**config.mk**
```make
export PLATFORM = sky130hd
export DESIGN_NAME = node_processor_register_port
export DESIGN_NICKNAME = d
export VERILOG_FILES = /design/src/np_port_pkg.sv /design/src/pin_sync.sv /design/src/attention_line.sv /design/src/node_processor_register_port.sv
export SDC_FILE = /design/constraint.sdc
export NUM_CORES = 1
export LEC_CHECK = 0
export ABC_AREA = 1
export BUFFER_PORTS_ARGS = -buffer_cell sky130_fd_sc_hd__buf_2
export CAP_MARGIN = 30
export CORE_MARGIN = 3
export CORE_UTILIZATION = 60
export CTS_BUF_LIST = sky130_fd_sc_hd__clkbuf_4
export CTS_CLUSTER_DIAMETER = 30
export CTS_CLUSTER_SIZE = 30
export DETAILED_ROUTE_END_ITERATION = 16
export GPL_TIMING_DRIVEN = 0
export PLACE_DENSITY_LB_ADDON = 0.25
export SLEW_MARGIN = 0
export SYNTH_ARGS = -nofsm -noshare
export SYNTH_HDL_FRONTEND = slang
export SYNTH_SLANG_ARGS = --single-unit
```
**constraint.sdc**
```tcl
create_clock -name clk -period 14.2 [get_ports clk]
set_clock_uncertainty 0.15 [all_clocks]
set_input_delay 0.71 -clock clk [delete_from_list [all_inputs] [get_ports clk]]
set_output_delay 0.71 -clock clk [all_outputs]
set_load 0.005 [all_outputs]
```
**src/np_port_pkg.sv**
```systemverilog
package np_port_pkg;

  localparam int ADDR_W = 7;
  localparam int DATA_W = 16;
  localparam int SYNC_STAGES = 3;

  // Register select codes
  localparam logic [6:0] SEL_STATUS1_LOW  = 7'h00;
  localparam logic [6:0] SEL_STATUS1_HIGH = 7'h01;
  localparam logic [6:0] SEL_STATUS2_LOW  = 7'h02;
  localparam logic [6:0] SEL_STATUS2_HIGH = 7'h03;
  localparam logic [6:0] SEL_MASK1_LOW    = 7'h04;
  localparam logic [6:0] SEL_MASK1_HIGH   = 7'h05;
  localparam logic [6:0] SEL_MASK2_LOW    = 7'h06;
  localparam logic [6:0] SEL_MASK2_HIGH   = 7'h07;
  localparam logic [6:0] SEL_BUFFER_DATA  = 7'h08;
  localparam logic [6:0] SEL_SCRATCH      = 7'h09;
  localparam logic [6:0] SEL_STATE_READ   = 7'h0A;
  localparam logic [6:0] CMD_BASE         = 7'h40;

  localparam logic [15:0] RESET_MASK      = 16'h0000;
  localparam logic [15:0] RESET_SCRATCH   = 16'h0000;
  localparam logic [7:0]  RESET_OP_STATE  = 8'h00;

  typedef enum logic [4:0] {
    ST_IDLE    = 5'b00001,
    ST_WAITBUF = 5'b00010,
    ST_ACK     = 5'b00100,
    ST_HOLD    = 5'b01000,
    ST_SACK    = 5'b10000
  } port_state_t;

endpackage : np_port_pkg

```
**src/pin_sync.sv**
```systemverilog
`timescale 1ns/100ps
`default_nettype none
module pin_sync
  import np_port_pkg::*;
#(
  parameter int WIDTH = 1,
  parameter logic [WIDTH-1:0] INIT = '0
)(
  input  wire logic             clk,
  input  wire logic             reset,
  input  wire logic [WIDTH-1:0] pin_in,
  output logic      [WIDTH-1:0] level
);

  logic [WIDTH-1:0] stage1;
  logic [WIDTH-1:0] stage2;
  logic [WIDTH-1:0] stage3;
  logic [WIDTH-1:0] next_level;

  // Per bit: change accepted once stages two and three agree
  genvar i;
  generate
    for (i = 0; i < WIDTH; i++)
    begin : g_bit
      always_comb
      begin
        next_level[i] = (stage2[i] == stage3[i]) ? stage3[i] : level[i];
      end
    end
  endgenerate

  always_ff @(posedge clk or posedge reset)
  begin
    if (reset)
    begin
      stage1 <= INIT;
      stage2 <= INIT;
      stage3 <= INIT;
      level  <= INIT;
    end
    else
    begin
      stage1 <= pin_in;
      stage2 <= stage1;
      stage3 <= stage2;
      level  <= next_level;
    end
  end

endmodule : pin_sync
`default_nettype wire

```
**src/attention_line.sv**
```systemverilog
`timescale 1ns/100ps
`default_nettype none
module attention_line
  import np_port_pkg::*;
(
  input  wire logic        clk,
  input  wire logic        reset,
  input  wire logic [31:0] flag_set,
  input  wire logic [31:0] mask,
  input  wire logic        read_low,
  input  wire logic        read_high,
  output logic      [31:0] status,
  output logic             line_n
);

  logic        armed;
  logic        low_seen;
  logic        high_seen;
  logic [31:0] next_status;
  logic        next_armed;
  logic        next_low_seen;
  logic        next_high_seen;
  logic        next_line_n;
  logic        both_read;

  always_comb
  begin
    next_status    = status | flag_set;
    next_armed     = armed;
    next_low_seen  = low_seen | read_low;
    next_high_seen = high_seen | read_high;
    both_read      = next_low_seen && next_high_seen;
    // Read half clears, but a new event in the same cycle wins
    if (read_low)
      next_status[15:0] = flag_set[15:0];
    if (read_high)
      next_status[31:16] = flag_set[31:16];
    if (read_low || read_high)
      next_armed = 1'b0;
    if (both_read)
    begin
      next_armed     = 1'b1;
      next_low_seen  = 1'b0;
      next_high_seen = 1'b0;
    end
    next_line_n = !(next_armed && |(next_status & mask));
  end

  always_ff @(posedge clk or posedge reset)
  begin
    if (reset)
    begin
      status    <= 32'h0000_0000;
      armed     <= 1'b1;
      low_seen  <= 1'b0;
      high_seen <= 1'b0;
      line_n    <= 1'b1;
    end
    else
    begin
      status    <= next_status;
      armed     <= next_armed;
      low_seen  <= next_low_seen;
      high_seen <= next_high_seen;
      line_n    <= next_line_n;
    end
  end

endmodule : attention_line
`default_nettype wire

```
**src/node_processor_register_port.sv**
```systemverilog
// How it works
// - Strap high synchronous, low asynchronous handshake
// - Async: drive data when selected, strobed, reading
// - Sync: drive data when selected and reading
// - Sync: strobe latches register select bus
// - Select bus picks register, read or load
// - Some select codes act as commands
// - Async: acknowledge low once data moved
// - Async: release acknowledge after select/strobe high
// - Sync: acknowledge one byte-clock cycle
// - Sync: buffer window waits pending transfer
// - First attention on unmasked status1 flags
// - Status1 half read clears until fully read
// - Second attention on unmasked status2 flags
// - Status2 half read clears until fully read
// - Read/write high reads, low writes
`timescale 1ns/100ps
`default_nettype none
module node_processor_register_port
  import np_port_pkg::*;
(
  input  wire logic        clk,
  input  wire logic        reset,
  input  wire logic        port_timing_strap,
  input  wire logic        chip_select_n,
  input  wire logic        port_data_strobe_n,
  input  wire logic        read_write,
  input  wire logic [6:0]  register_select_bus,
  input  wire logic [15:0] host_data_bus_in,
  output logic      [15:0] host_data_bus_out,
  output logic             host_data_bus_oe,
  output logic             ready_n_out,
  output logic             ready_n_oe,
  output logic             first_attention_line_out,
  output logic             first_attention_line_oe,
  output logic             second_attention_line_out,
  output logic             second_attention_line_oe,
  input  wire logic [31:0] status1_events,
  input  wire logic [31:0] status2_events,
  input  wire logic        buffer_transfer_pending,
  input  wire logic [15:0] buffer_read_data,
  output logic      [15:0] buffer_write_data,
  output logic             buffer_write_pulse,
  output logic             buffer_read_pulse,
  output logic      [7:0]  operating_state,
  output logic             command_pulse
);

  logic        strap_sync;
  logic        sync_mode;
  logic        cs_n_s;
  logic        strobe_n_s;
  logic        rw_s;
  logic        cs_n_a;
  logic        strobe_n_a;
  logic        rw_a;
  logic [6:0]  sel_a;
  logic [15:0] data_a;
  logic [6:0]  sel_latched;
  logic [6:0]  next_sel_latched;
  port_state_t state;
  port_state_t next_state;
  logic [15:0] mask1_low;
  logic [15:0] mask1_high;
  logic [15:0] mask2_low;
  logic [15:0] mask2_high;
  logic [15:0] scratch;
  logic [15:0] next_mask1_low;
  logic [15:0] next_mask1_high;
  logic [15:0] next_mask2_low;
  logic [15:0] next_mask2_high;
  logic [15:0] next_scratch;
  logic [7:0]  next_operating_state;
  logic [31:0] status1;
  logic [31:0] status2;
  logic        line1_n;
  logic        line2_n;
  logic [15:0] read_mux;
  logic [15:0] next_data_out;
  logic        next_data_oe;
  logic        next_ready_oe;
  logic        next_buffer_write_pulse;
  logic        next_buffer_read_pulse;
  logic        next_command_pulse;
  logic        access;
  logic        read_s1l;
  logic        read_s1h;
  logic        read_s2l;
  logic        read_s2h;
  logic        cyc_start;
  logic        cs_n_eff;
  logic        strobe_n_eff;
  logic        rw_eff;
  logic [6:0]  sel_eff;
  logic [15:0] data_eff;

  // Asynchronous-mode pins pass the three-stage filter
  pin_sync #(.WIDTH(26), .INIT({1'b1, 1'b1, 1'b1, 7'h00, 16'h0000})) u_pin_sync (
    .clk    (clk),
    .reset  (reset),
    .pin_in ({chip_select_n, port_data_strobe_n, read_write, register_select_bus, host_data_bus_in}),
    .level  ({cs_n_a, strobe_n_a, rw_a, sel_a, data_a})
  );

  pin_sync #(.WIDTH(1), .INIT(1'b0)) u_strap_sync (
    .clk    (clk),
    .reset  (reset),
    .pin_in (port_timing_strap),
    .level  (strap_sync)
  );

  // Synchronous mode samples the pins directly on the byte clock
  always_comb
  begin
    cs_n_s     = chip_select_n;
    strobe_n_s = port_data_strobe_n;
    rw_s       = read_write;
  end

  always_comb
  begin
    cs_n_eff     = sync_mode ? cs_n_s : cs_n_a;
    strobe_n_eff = sync_mode ? strobe_n_s : strobe_n_a;
    rw_eff       = sync_mode ? rw_s : rw_a;
    sel_eff      = sync_mode ? register_select_bus : sel_a;
    data_eff     = sync_mode ? host_data_bus_in : data_a;
    cyc_start    = !cs_n_eff && !strobe_n_eff;
  end

  attention_line u_att1 (
    .clk       (clk),
    .reset     (reset),
    .flag_set  (status1_events),
    .mask      ({mask1_high, mask1_low}),
    .read_low  (read_s1l),
    .read_high (read_s1h),
    .status    (status1),
    .line_n    (line1_n)
  );

  attention_line u_att2 (
    .clk       (clk),
    .reset     (reset),
    .flag_set  (status2_events),
    .mask      ({mask2_high, mask2_low}),
    .read_low  (read_s2l),
    .read_high (read_s2h),
    .status    (status2),
    .line_n    (line2_n)
  );

  always_comb
  begin
    case ((state == ST_IDLE) ? sel_eff : sel_latched)
      SEL_STATUS1_LOW:  read_mux = status1[15:0];
      SEL_STATUS1_HIGH: read_mux = status1[31:16];
      SEL_STATUS2_LOW:  read_mux = status2[15:0];
      SEL_STATUS2_HIGH: read_mux = status2[31:16];
      SEL_MASK1_LOW:    read_mux = mask1_low;
      SEL_MASK1_HIGH:   read_mux = mask1_high;
      SEL_MASK2_LOW:    read_mux = mask2_low;
      SEL_MASK2_HIGH:   read_mux = mask2_high;
      SEL_BUFFER_DATA:  read_mux = buffer_read_data;
      SEL_SCRATCH:      read_mux = scratch;
      SEL_STATE_READ:   read_mux = {8'h00, operating_state};
      default:          read_mux = 16'h0000;
    endcase
  end

  // Access point: register effect happens once per transfer
  always_comb
  begin
    next_state              = state;
    next_sel_latched        = sel_latched;
    next_mask1_low          = mask1_low;
    next_mask1_high         = mask1_high;
    next_mask2_low          = mask2_low;
    next_mask2_high         = mask2_high;
    next_scratch            = scratch;
    next_operating_state    = operating_state;
    next_buffer_write_pulse = 1'b0;
    next_buffer_read_pulse  = 1'b0;
    next_command_pulse      = 1'b0;
    next_ready_oe           = 1'b0;
    access                  = 1'b0;
    case (state)
      ST_IDLE:
      begin
        if (cyc_start)
        begin
          next_sel_latched = sel_eff;
          if (sel_eff == SEL_BUFFER_DATA && buffer_transfer_pending)
            next_state = ST_WAITBUF;
          else
          begin
            next_state = sync_mode ? ST_SACK : ST_ACK;
            access     = 1'b1;
          end
        end
      end
      ST_WAITBUF:
      begin
        if (!buffer_transfer_pending)
        begin
          next_state = sync_mode ? ST_SACK : ST_ACK;
          access     = 1'b1;
        end
      end
      ST_ACK:
      begin
        next_ready_oe = 1'b1;
        next_state    = ST_HOLD;
      end
      ST_HOLD:
      begin
        next_ready_oe = 1'b1;
        if (cs_n_eff || strobe_n_eff)
        begin
          next_ready_oe = 1'b0;
          next_state    = ST_IDLE;
        end
      end
      ST_SACK:
      begin
        next_state = ST_IDLE;
      end
      default:
      begin
        next_state = ST_IDLE;
      end
    endcase
    if (access)
    begin
      if (state == ST_IDLE && sync_mode)
        next_ready_oe = 1'b1;
      else if (sync_mode)
        next_ready_oe = 1'b1;
      if (!rw_eff)
      begin
        case (next_sel_latched)
          SEL_MASK1_LOW:   next_mask1_low  = data_eff;
          SEL_MASK1_HIGH:  next_mask1_high = data_eff;
          SEL_MASK2_LOW:   next_mask2_low  = data_eff;
          SEL_MASK2_HIGH:  next_mask2_high = data_eff;
          SEL_SCRATCH:     next_scratch    = data_eff;
          SEL_BUFFER_DATA: next_buffer_write_pulse = 1'b1;
          default:         next_buffer_write_pulse = 1'b0;
        endcase
      end
      else if (next_sel_latched == SEL_BUFFER_DATA)
        next_buffer_read_pulse = 1'b1;
      if (next_sel_latched >= CMD_BASE)
      begin
        next_operating_state = {1'b0, next_sel_latched};
        next_command_pulse   = 1'b1;
      end
    end
    // Status half reads counted at the access point
    read_s1l = access && rw_eff && next_sel_latched == SEL_STATUS1_LOW;
    read_s1h = access && rw_eff && next_sel_latched == SEL_STATUS1_HIGH;
    read_s2l = access && rw_eff && next_sel_latched == SEL_STATUS2_LOW;
    read_s2h = access && rw_eff && next_sel_latched == SEL_STATUS2_HIGH;
  end

  always_comb
  begin
    if (sync_mode)
      next_data_oe = !cs_n_eff && rw_eff;
    else
      next_data_oe = !cs_n_eff && !strobe_n_eff && rw_eff;
    next_data_out = next_data_oe ? read_mux : 16'h0000;
  end

  always_ff @(posedge clk or posedge reset)
  begin
    if (reset)
    begin
      sync_mode                 <= 1'b0;
      state                     <= ST_IDLE;
      sel_latched               <= 7'h00;
      mask1_low                 <= RESET_MASK;
      mask1_high                <= RESET_MASK;
      mask2_low                 <= RESET_MASK;
      mask2_high                <= RESET_MASK;
      scratch                   <= RESET_SCRATCH;
      operating_state           <= RESET_OP_STATE;
      host_data_bus_out         <= 16'h0000;
      host_data_bus_oe          <= 1'b0;
      ready_n_out               <= 1'b0;
      ready_n_oe                <= 1'b0;
      first_attention_line_out  <= 1'b0;
      first_attention_line_oe   <= 1'b0;
      second_attention_line_out <= 1'b0;
      second_attention_line_oe  <= 1'b0;
      buffer_write_data         <= 16'h0000;
      buffer_write_pulse        <= 1'b0;
      buffer_read_pulse         <= 1'b0;
      command_pulse             <= 1'b0;
    end
    else
    begin
      sync_mode                 <= strap_sync;
      state                     <= next_state;
      sel_latched               <= next_sel_latched;
      mask1_low                 <= next_mask1_low;
      mask1_high                <= next_mask1_high;
      mask2_low                 <= next_mask2_low;
      mask2_high                <= next_mask2_high;
      scratch                   <= next_scratch;
      operating_state           <= next_operating_state;
      host_data_bus_out         <= next_data_out;
      host_data_bus_oe          <= next_data_oe;
      ready_n_out               <= 1'b0;
      ready_n_oe                <= next_ready_oe;
      first_attention_line_out  <= 1'b0;
      first_attention_line_oe   <= !line1_n;
      second_attention_line_out <= 1'b0;
      second_attention_line_oe  <= !line2_n;
      buffer_write_data         <= next_buffer_write_pulse ? data_eff : buffer_write_data;
      buffer_write_pulse        <= next_buffer_write_pulse;
      buffer_read_pulse         <= next_buffer_read_pulse;
      command_pulse             <= next_command_pulse;
    end
  end

endmodule : node_processor_register_port
`default_nettype wire

```
[Word level (Yosys, flattened, before mapping)]
Index checks and enable logic that the tools add are counted.
Cells by class
  order comparisons: 1
  equality and inequality tests: 54
  muxes and demuxes: 45
  bitwise operators: 9
  reduce and logical (&&, ||, !) cells: 34
Operators by type and width (count)
  one-hot mux 16 bit (11 select lines): 1
  2-to-1 mux 16 bit: 6
  AND 32 bit: 2
  OR 32 bit: 2
  OR reduction 32 bit: 2
  == test 7 x 3 -> 1 bit (second input constant): 8
  == test 7 x 4 -> 1 bit (second input constant): 6
  == test 7 x 2 -> 1 bit (second input constant): 4
  2-to-1 mux 7 bit: 4
  == test 1 bit: 27
  2-to-1 mux 1 bit: 26
  2-to-1 mux 5 bit: 5
  one-hot mux 5 bit (4 select lines): 1
  AND reduction 3 bit: 6
  == test 7 x 1 -> 1 bit (second input constant): 2
  logical AND 1 bit: 14
  logical NOT 7 bit: 2
  greater-or-equal comparator 7 bit (second input constant): 1
  logical NOT 1 bit: 6
  inequality test 2 bit (second input constant): 3
  == test 5 x 1 -> 1 bit (second input constant): 1
  == test 5 x 2 -> 1 bit (second input constant): 1
  == test 5 x 3 -> 1 bit (second input constant): 1
  == test 5 x 4 -> 1 bit (second input constant): 1
  5 further kinds: 11
Storage, ports and cells
  bits in registers: 319
  input port bits: 110
  output and inout bits: 50
  word-level logic and storage cells: 204

[Logic depth before layout (Yosys ltp)]
  depth after elaboration: 13
  gate-level depth with buffers: 21
  mapped depth without buffers: 19

[Cells and area by module]
A second synthesis with hierarchy kept.
Unflattened totals
  cell total of the unflattened synthesis: 1732
  area total of the unflattened synthesis: 14143.6 um2
Modules (own cells, without submodules)
  node_processor_register_port: times used 1, cells each 1100, area each 7773.7 um2, seq. area each 3479.6 um2
  attention_line: times used 2, cells each 207, area each 1602.8 um2, seq. area each 903.4 um2
  pin_sync (u_pin_sync): times used 1, cells each 209, area each 3044.2 um2, seq. area each 2617.5 um2
  pin_sync (u_strap_sync): times used 1, cells each 9, area each 120.1 um2, seq. area each 100.1 um2

[Least setup slack after synthesis]
No wires, ideal clock.
  path type: input -> register
  start point: input port port_data_strobe_n
  end point: register u_att1.line_n
  setup time: 0.079 ns
  arrival: 2.420 ns
  required time: 13.971 ns
  path slack: 11.551 ns
  stages: 18
  path buffers: 2
  cells stage by stage: nor2_1 nand2_1 nand2_1 buf_2 nand3_1 nand2_1 nand3_4 nor2_4 nand2_2 buf_2 nand2_1 nand3_1 nand2_1 nor2_1 nand2_1 nor2_1 nand2_1 nand2_1
Between the ends
  word-level cells in the longest chain between the ends: 12
  elaborated cells between the ends (all ways): 24
  classes of those cells: 1 x eq/ne; 9 x mux; 3 x bitwise; 11 x reduce/logical
Ends and longest elaborated chain
  from (decl): line node_processor_register_port.sv:26  | input wire logic port_data_strobe_n,
  2-to-1 mux 1 bit *: line node_processor_register_port.sv:123  | strobe_n_eff = sync_mode ? strobe_n_s : strobe_n_a;
  logical NOT 1 bit *: line node_processor_register_port.sv:127  | cyc_start = !cs_n_eff && !strobe_n_eff;
  logical AND 1 bit *: line node_processor_register_port.sv:127
  2-to-1 mux 7 bit or 2-to-1 mux 1 bit (tied branches): line node_processor_register_port.sv:189  | if (cyc_start)
  2-to-1 mux 7 bit or one-hot mux 1 bit (2 select lines) (tied branches): line node_processor_register_port.sv:186  | case (state)
  == test 7 x 1 -> 1 bit (tied with other cells): line node_processor_register_port.sv:260  | read_s1h = access && rw_eff && next_sel_latched == SEL_STATUS1_HIGH;
  logical AND 1 bit (on tied branches): line node_processor_register_port.sv:260, node_processor_register_port.sv:259
  2-to-1 mux 16 bit (tied with other cells): line attention_line.sv:36  | if (read_high)
  AND 32 bit (tied with other cells): line attention_line.sv:46  | next_line_n = !(next_armed && |(next_status & mask));
  OR reduction 32 bit or 2-to-1 mux 1 bit (tied branches): line attention_line.sv:46, attention_line.sv:40
  logical AND 1 bit *: line attention_line.sv:46
  logical NOT 1 bit *: line attention_line.sv:46
  net u_att1.next_line_n: line attention_line.sv:23  | logic next_line_n;
  to (signal assigned): line attention_line.sv:65  | line_n <= next_line_n;
  to (decl): line attention_line.sv:13  | output logic line_n
Mark *: on every way through the listed nets, which the timed path passes. The rest lies on a longest branch.
A chain may end at the register's enable or synchronous reset.

[Final worst setup path]
  start point: register sync_mode
  end point: register host_data_bus_out[7]
Between the ends
  word-level cells in the longest chain between the ends: 6
  elaborated cells between the ends (all ways): 24
  classes of those cells: 10 x eq/ne; 8 x mux; 6 x reduce/logical
Ends and longest elaborated chain
  from (decl): line node_processor_register_port.sv:50  | logic sync_mode;
  from (signal assigned): line node_processor_register_port.sv:302  | sync_mode <= strap_sync;
  parallel branches: the longest is 5 deep, another holds one-hot mux 16 bit (11 select lines)
  2-to-1 mux 16 bit *: line node_processor_register_port.sv:271  | next_data_out = next_data_oe ? read_mux : 16'h0000;
  net next_data_out[7]: line node_processor_register_port.sv:79  | logic [15:0] next_data_out;
  to (signal assigned): line node_processor_register_port.sv:311  | host_data_bus_out <= next_data_out;
  to (decl): line node_processor_register_port.sv:30  | output logic [15:0] host_data_bus_out,
Mark *: on every way through the listed nets, which the timed path passes.

==> summary.md <==
| Metric | Value |
|---|---|
| Chip Width | 158 µm |
| Final Setup Violations | 0 |
| DR iter-0 viols | roughly 1500 |
| Post-synthesis adder-cell area fraction | 0.0195 |
| Status | finished, final reports clean |
| Vias/cell | 5.70 |
| Antenna violations before repair | 5 |
| Pre-CTS WS | ~11 ns |
| Final nets | approximately 1900 |
| Critical Path RT | approximately 15 ns |
| XOR/XNOR share of the synthesized area | 0 |
| Rel. slew slack | 0.388 |
| Vias | approximately 12000 |
| Final WL | between 40 and 50 mm |
| Worst-Margin Slew | slightly below 0.9 ns |
| Post-synthesis cell type count | 43 |
| Dpl cell area | approximately 0.015 mm² |
| Combinational Power Share | 0.175 |
| Register area share after synthesis | 0.577 |
| Number of global-route vias before repair | approximately 12000 |
| Fin util | 0.736 |
| Top cells by count, synth | nand2_1 (339), dfrtp_1 (302), inv_1 (201), o21ai_0 (176), nand3_1 (164) |
| Post_cts resized | 0 |
| P_sw | about 0.74 mW |
| Switching Fraction | 0.330 |
| Layout Area Growth over Synthesis | 18.3% |
| Simple-Gate Fraction of Synth Area | 0.212 |
| Total of max-cap violations | 0 |
| Final setup TNS | 0 ns |
| Core area | 0.0223 mm² |
| Root buffer cell | clkbuf_4 |
| Final Slew Violations | 0 |
| Gr ovfl total | 0 |
| CTS tree | yes |
| Final non-filler cell area | around 0.016 mm² |
| Unrepaired setup endpoints after global routing | no |
| Leakage | roughly 8.4 nW |
| Dpl cells | 2004 |
| Reg-to-reg startpoint | sync_mode |
| Layout fillers | between 1500 and 2000 |
| CP arrival | 3.97 ns |
| Initial Util | 0.622 |
| Die area | 0.0250 mm² |
| Async SR Flop Fraction | 1.00 |
| Share of the synthesized area in the top cell type | 0.545 |
| R2R Setup Slk | approximately 11 ns |
| Endpoints failing hold | 0 |
| Global-route wire length before repair | 64.6 mm |
| Number of I/O port buffers | 155 |
| DR WL/cell | between 15 and 20 µm |
| Final worst slack | between 10 and 15 ns |
| Clock Power Share | 0.371 |
| Post-route minimum period | between 3 and 4 ns |
| VDD IR-drop max | between 0.09 and 0.1 mV |
| CTS sink cnt | between 300 and 400 |
| CP Class | reg -> reg |
| Ports | 160 |
| Dominant combinational cell family by area after synthesis | simple AND/OR/NAND/NOR gates |
| Worst skew pair latency | approximately 0.73 ns |
| Flop pwr share | 0.454 |
| Ys Warns | 0 |
| Pwr per Cell Area | around 140 mW/mm² |
| Dpl hpwl | between 30 and 40 mm |
| DRT antenna net count | 0 |
| DRC viols | 0 |
| Worst hold path startpoint | status1_events[1] |
| HP Class | in -> reg |
| Synth Instances | between 1500 and 2000 |
| Yosys reg bits | approximately 320 |
| EDFF count, synth | 0 |
| Post-synth top area cell | dfrtp_1 |
| Internal power | 1.50 mW |
| Max Fanout on Critical Path | 10 |
| GRT Total Usage | 0.340 |
| Setup crit start kind | flip-flop |
| CP endpoint kind | flip-flop |
| # rows | between 50 and 60 |
| Synth top area cells | dfrtp_1 (55%), nand2_1 (9.2%), o21ai_0 (6.4%), nand3_1 (5.9%), inv_1 (5.4%) |
| Multiplexer area fraction after synthesis | 0.0116 |
| Pre-antenna DRT Iters | 6 |
| Compound-Gate Fraction of Synth Area | 0.102 |
| Final hold slack | roughly 0.059 ns |
| Share of layout cells above drive strength 1 | 0.187 |
| Main synth FF type | dfrtp_1 |
| Largest net degree at the start of global routing | 128 |
| Synthesized cell area | between 0.01 and 0.015 mm² |
| Most common cell in the netlist | nand2_1 |
| Fin crit share | 0.248 |
| Final instance count without filler cells | 2145 |
| Htree depth | 2 |
| Overall power | between 2 and 2.5 mW |
| Fmax | roughly 0.28 GHz |
| GP Congestion | about 0.94 |
| Die Ht | about 160 µm |
| Reg clk slew, reported paths | roughly 0.13 ns |
| Critical Path Start | sync_mode |
| Syn Area/Cell | 8.87 µm² |
| CTS Buffer Depth | 3 |
| TritonCTS buffer count | between 60 and 70 |
## per-layer routing
layer	share of wire	vias to the layer above	GRT usage
li1	-	5622	-
met1	0.41	5801	0.478
met2	0.45	672	0.523
met3	0.10	119	0.0793
met4	0.037	8	0.129
met5	0.0011	-	0
## registers in the layout (all words and copies together) (netlist names), 5 cells and up
| name | flops |
|---|---|
| u_att1.status | 32 |
| scratch | 16 |
| u_pin_sync.stage3 | 26 |
| u_att2.status | 32 |
| operating_state | 7 |
| sel_latched | 7 |
| mask1_high | 16 |
| u_pin_sync.level | 26 |
| mask2_low | 16 |
| host_data_bus_out | 16 |
| mask2_high | 16 |
| u_pin_sync.stage1 | 26 |
| state | 5 |
| u_pin_sync.stage2 | 26 |
| mask1_low | 16 |
| buffer_write_data | 16 |
## power groups by stage
| stage | clock [mW] | sequential (mW) | combinational [mW] |
|---|---|---|---|
| floorplan | 0 | 1.02 | 0.246 |
| global placement | 0 | 1.03 | 0.367 |
| detailed placement | 0 | 1.03 | 0.375 |
| CTS | 0.836 | 1.01 | 0.383 |
| global route | 0.882 | 1.02 | 0.428 |
| finish | 0.830 | 1.01 | 0.391 |
## final cells by class
type | instances | area [µm²] | share of cell area
Timing Repair Buffer | 185 | 1110 | 0.0677
Inverter | 209 | 792 | 0.0483
Sequential cell | 319 | 8000 | 0.488
Multi-Input combinational cell | 983 | 4800 | 0.292
Clock buffer | 66 | 495 | 0.0302
Antenna cell | 1 | 2.50 | 0.000153
Tap cell | 280 | 350 | 0.0214
Buffer | 56 | 292 | 0.0178
Clock inverter | 46 | 561 | 0.0342
## what timing repair did
action                     CTS  global route
hold endpoints to repair   108             0
hold buffers                28             0
setup endpoints to repair    0             0
setup buffers                0             0
## cell families after synthesis
family,count (synthesis)
AND/OR/NAND/NOR,676
flip-flops,319
buffers and inverters,265
AO/OA/AOI/OAI,260
adder cells (fa/ha/maj),27
multiplexers,16
other,1
## worst paths after layout
check / endpoint / cells after the start
worst min-delay path: u_att1.status[1] / 3
worst max register to register: host_data_bus_out[7] / 13
worst max-delay path: host_data_bus_out[7] / 13
worst min register to register: u_pin_sync.stage2[21] / 0
max in group asynchronous: host_data_bus_out[2] / 4
min in group asynchronous: u_pin_sync.stage1[6] / 3
## worst max-delay path, cell delays in order, from the launching register on
cell	delay [ns]
dfrtp_1	0.45
buf_2	0.24
nand2_1	0.07
o21ai_1	0.14
nand2_1	0.08
o21ai_1	0.27
inv_2	0.15
nand4_1	0.47
clkbuf_1	0.57
o22ai_1	0.17
a21oi_1	0.32
nand3_1	0.12
nand2_1	0.12
inv_1	0.06
## cell usage in the layout (no fill, tap or decap), types with 17 or more instances in the layout
master	instances
nand4_1	19
dfstp_2	17
nor2_1	116
o22ai_1	27
clkbuf_4	66
inv_1	200
clkbuf_1	26
dfrtp_1	302
nand3_1	164
o21ai_0	176
buf_2	169
dlygate4sd3_1	28
a21oi_1	32
maj3_1	27
nand2_1	339
No activity file was read; power rests on OpenSTA's default activity.
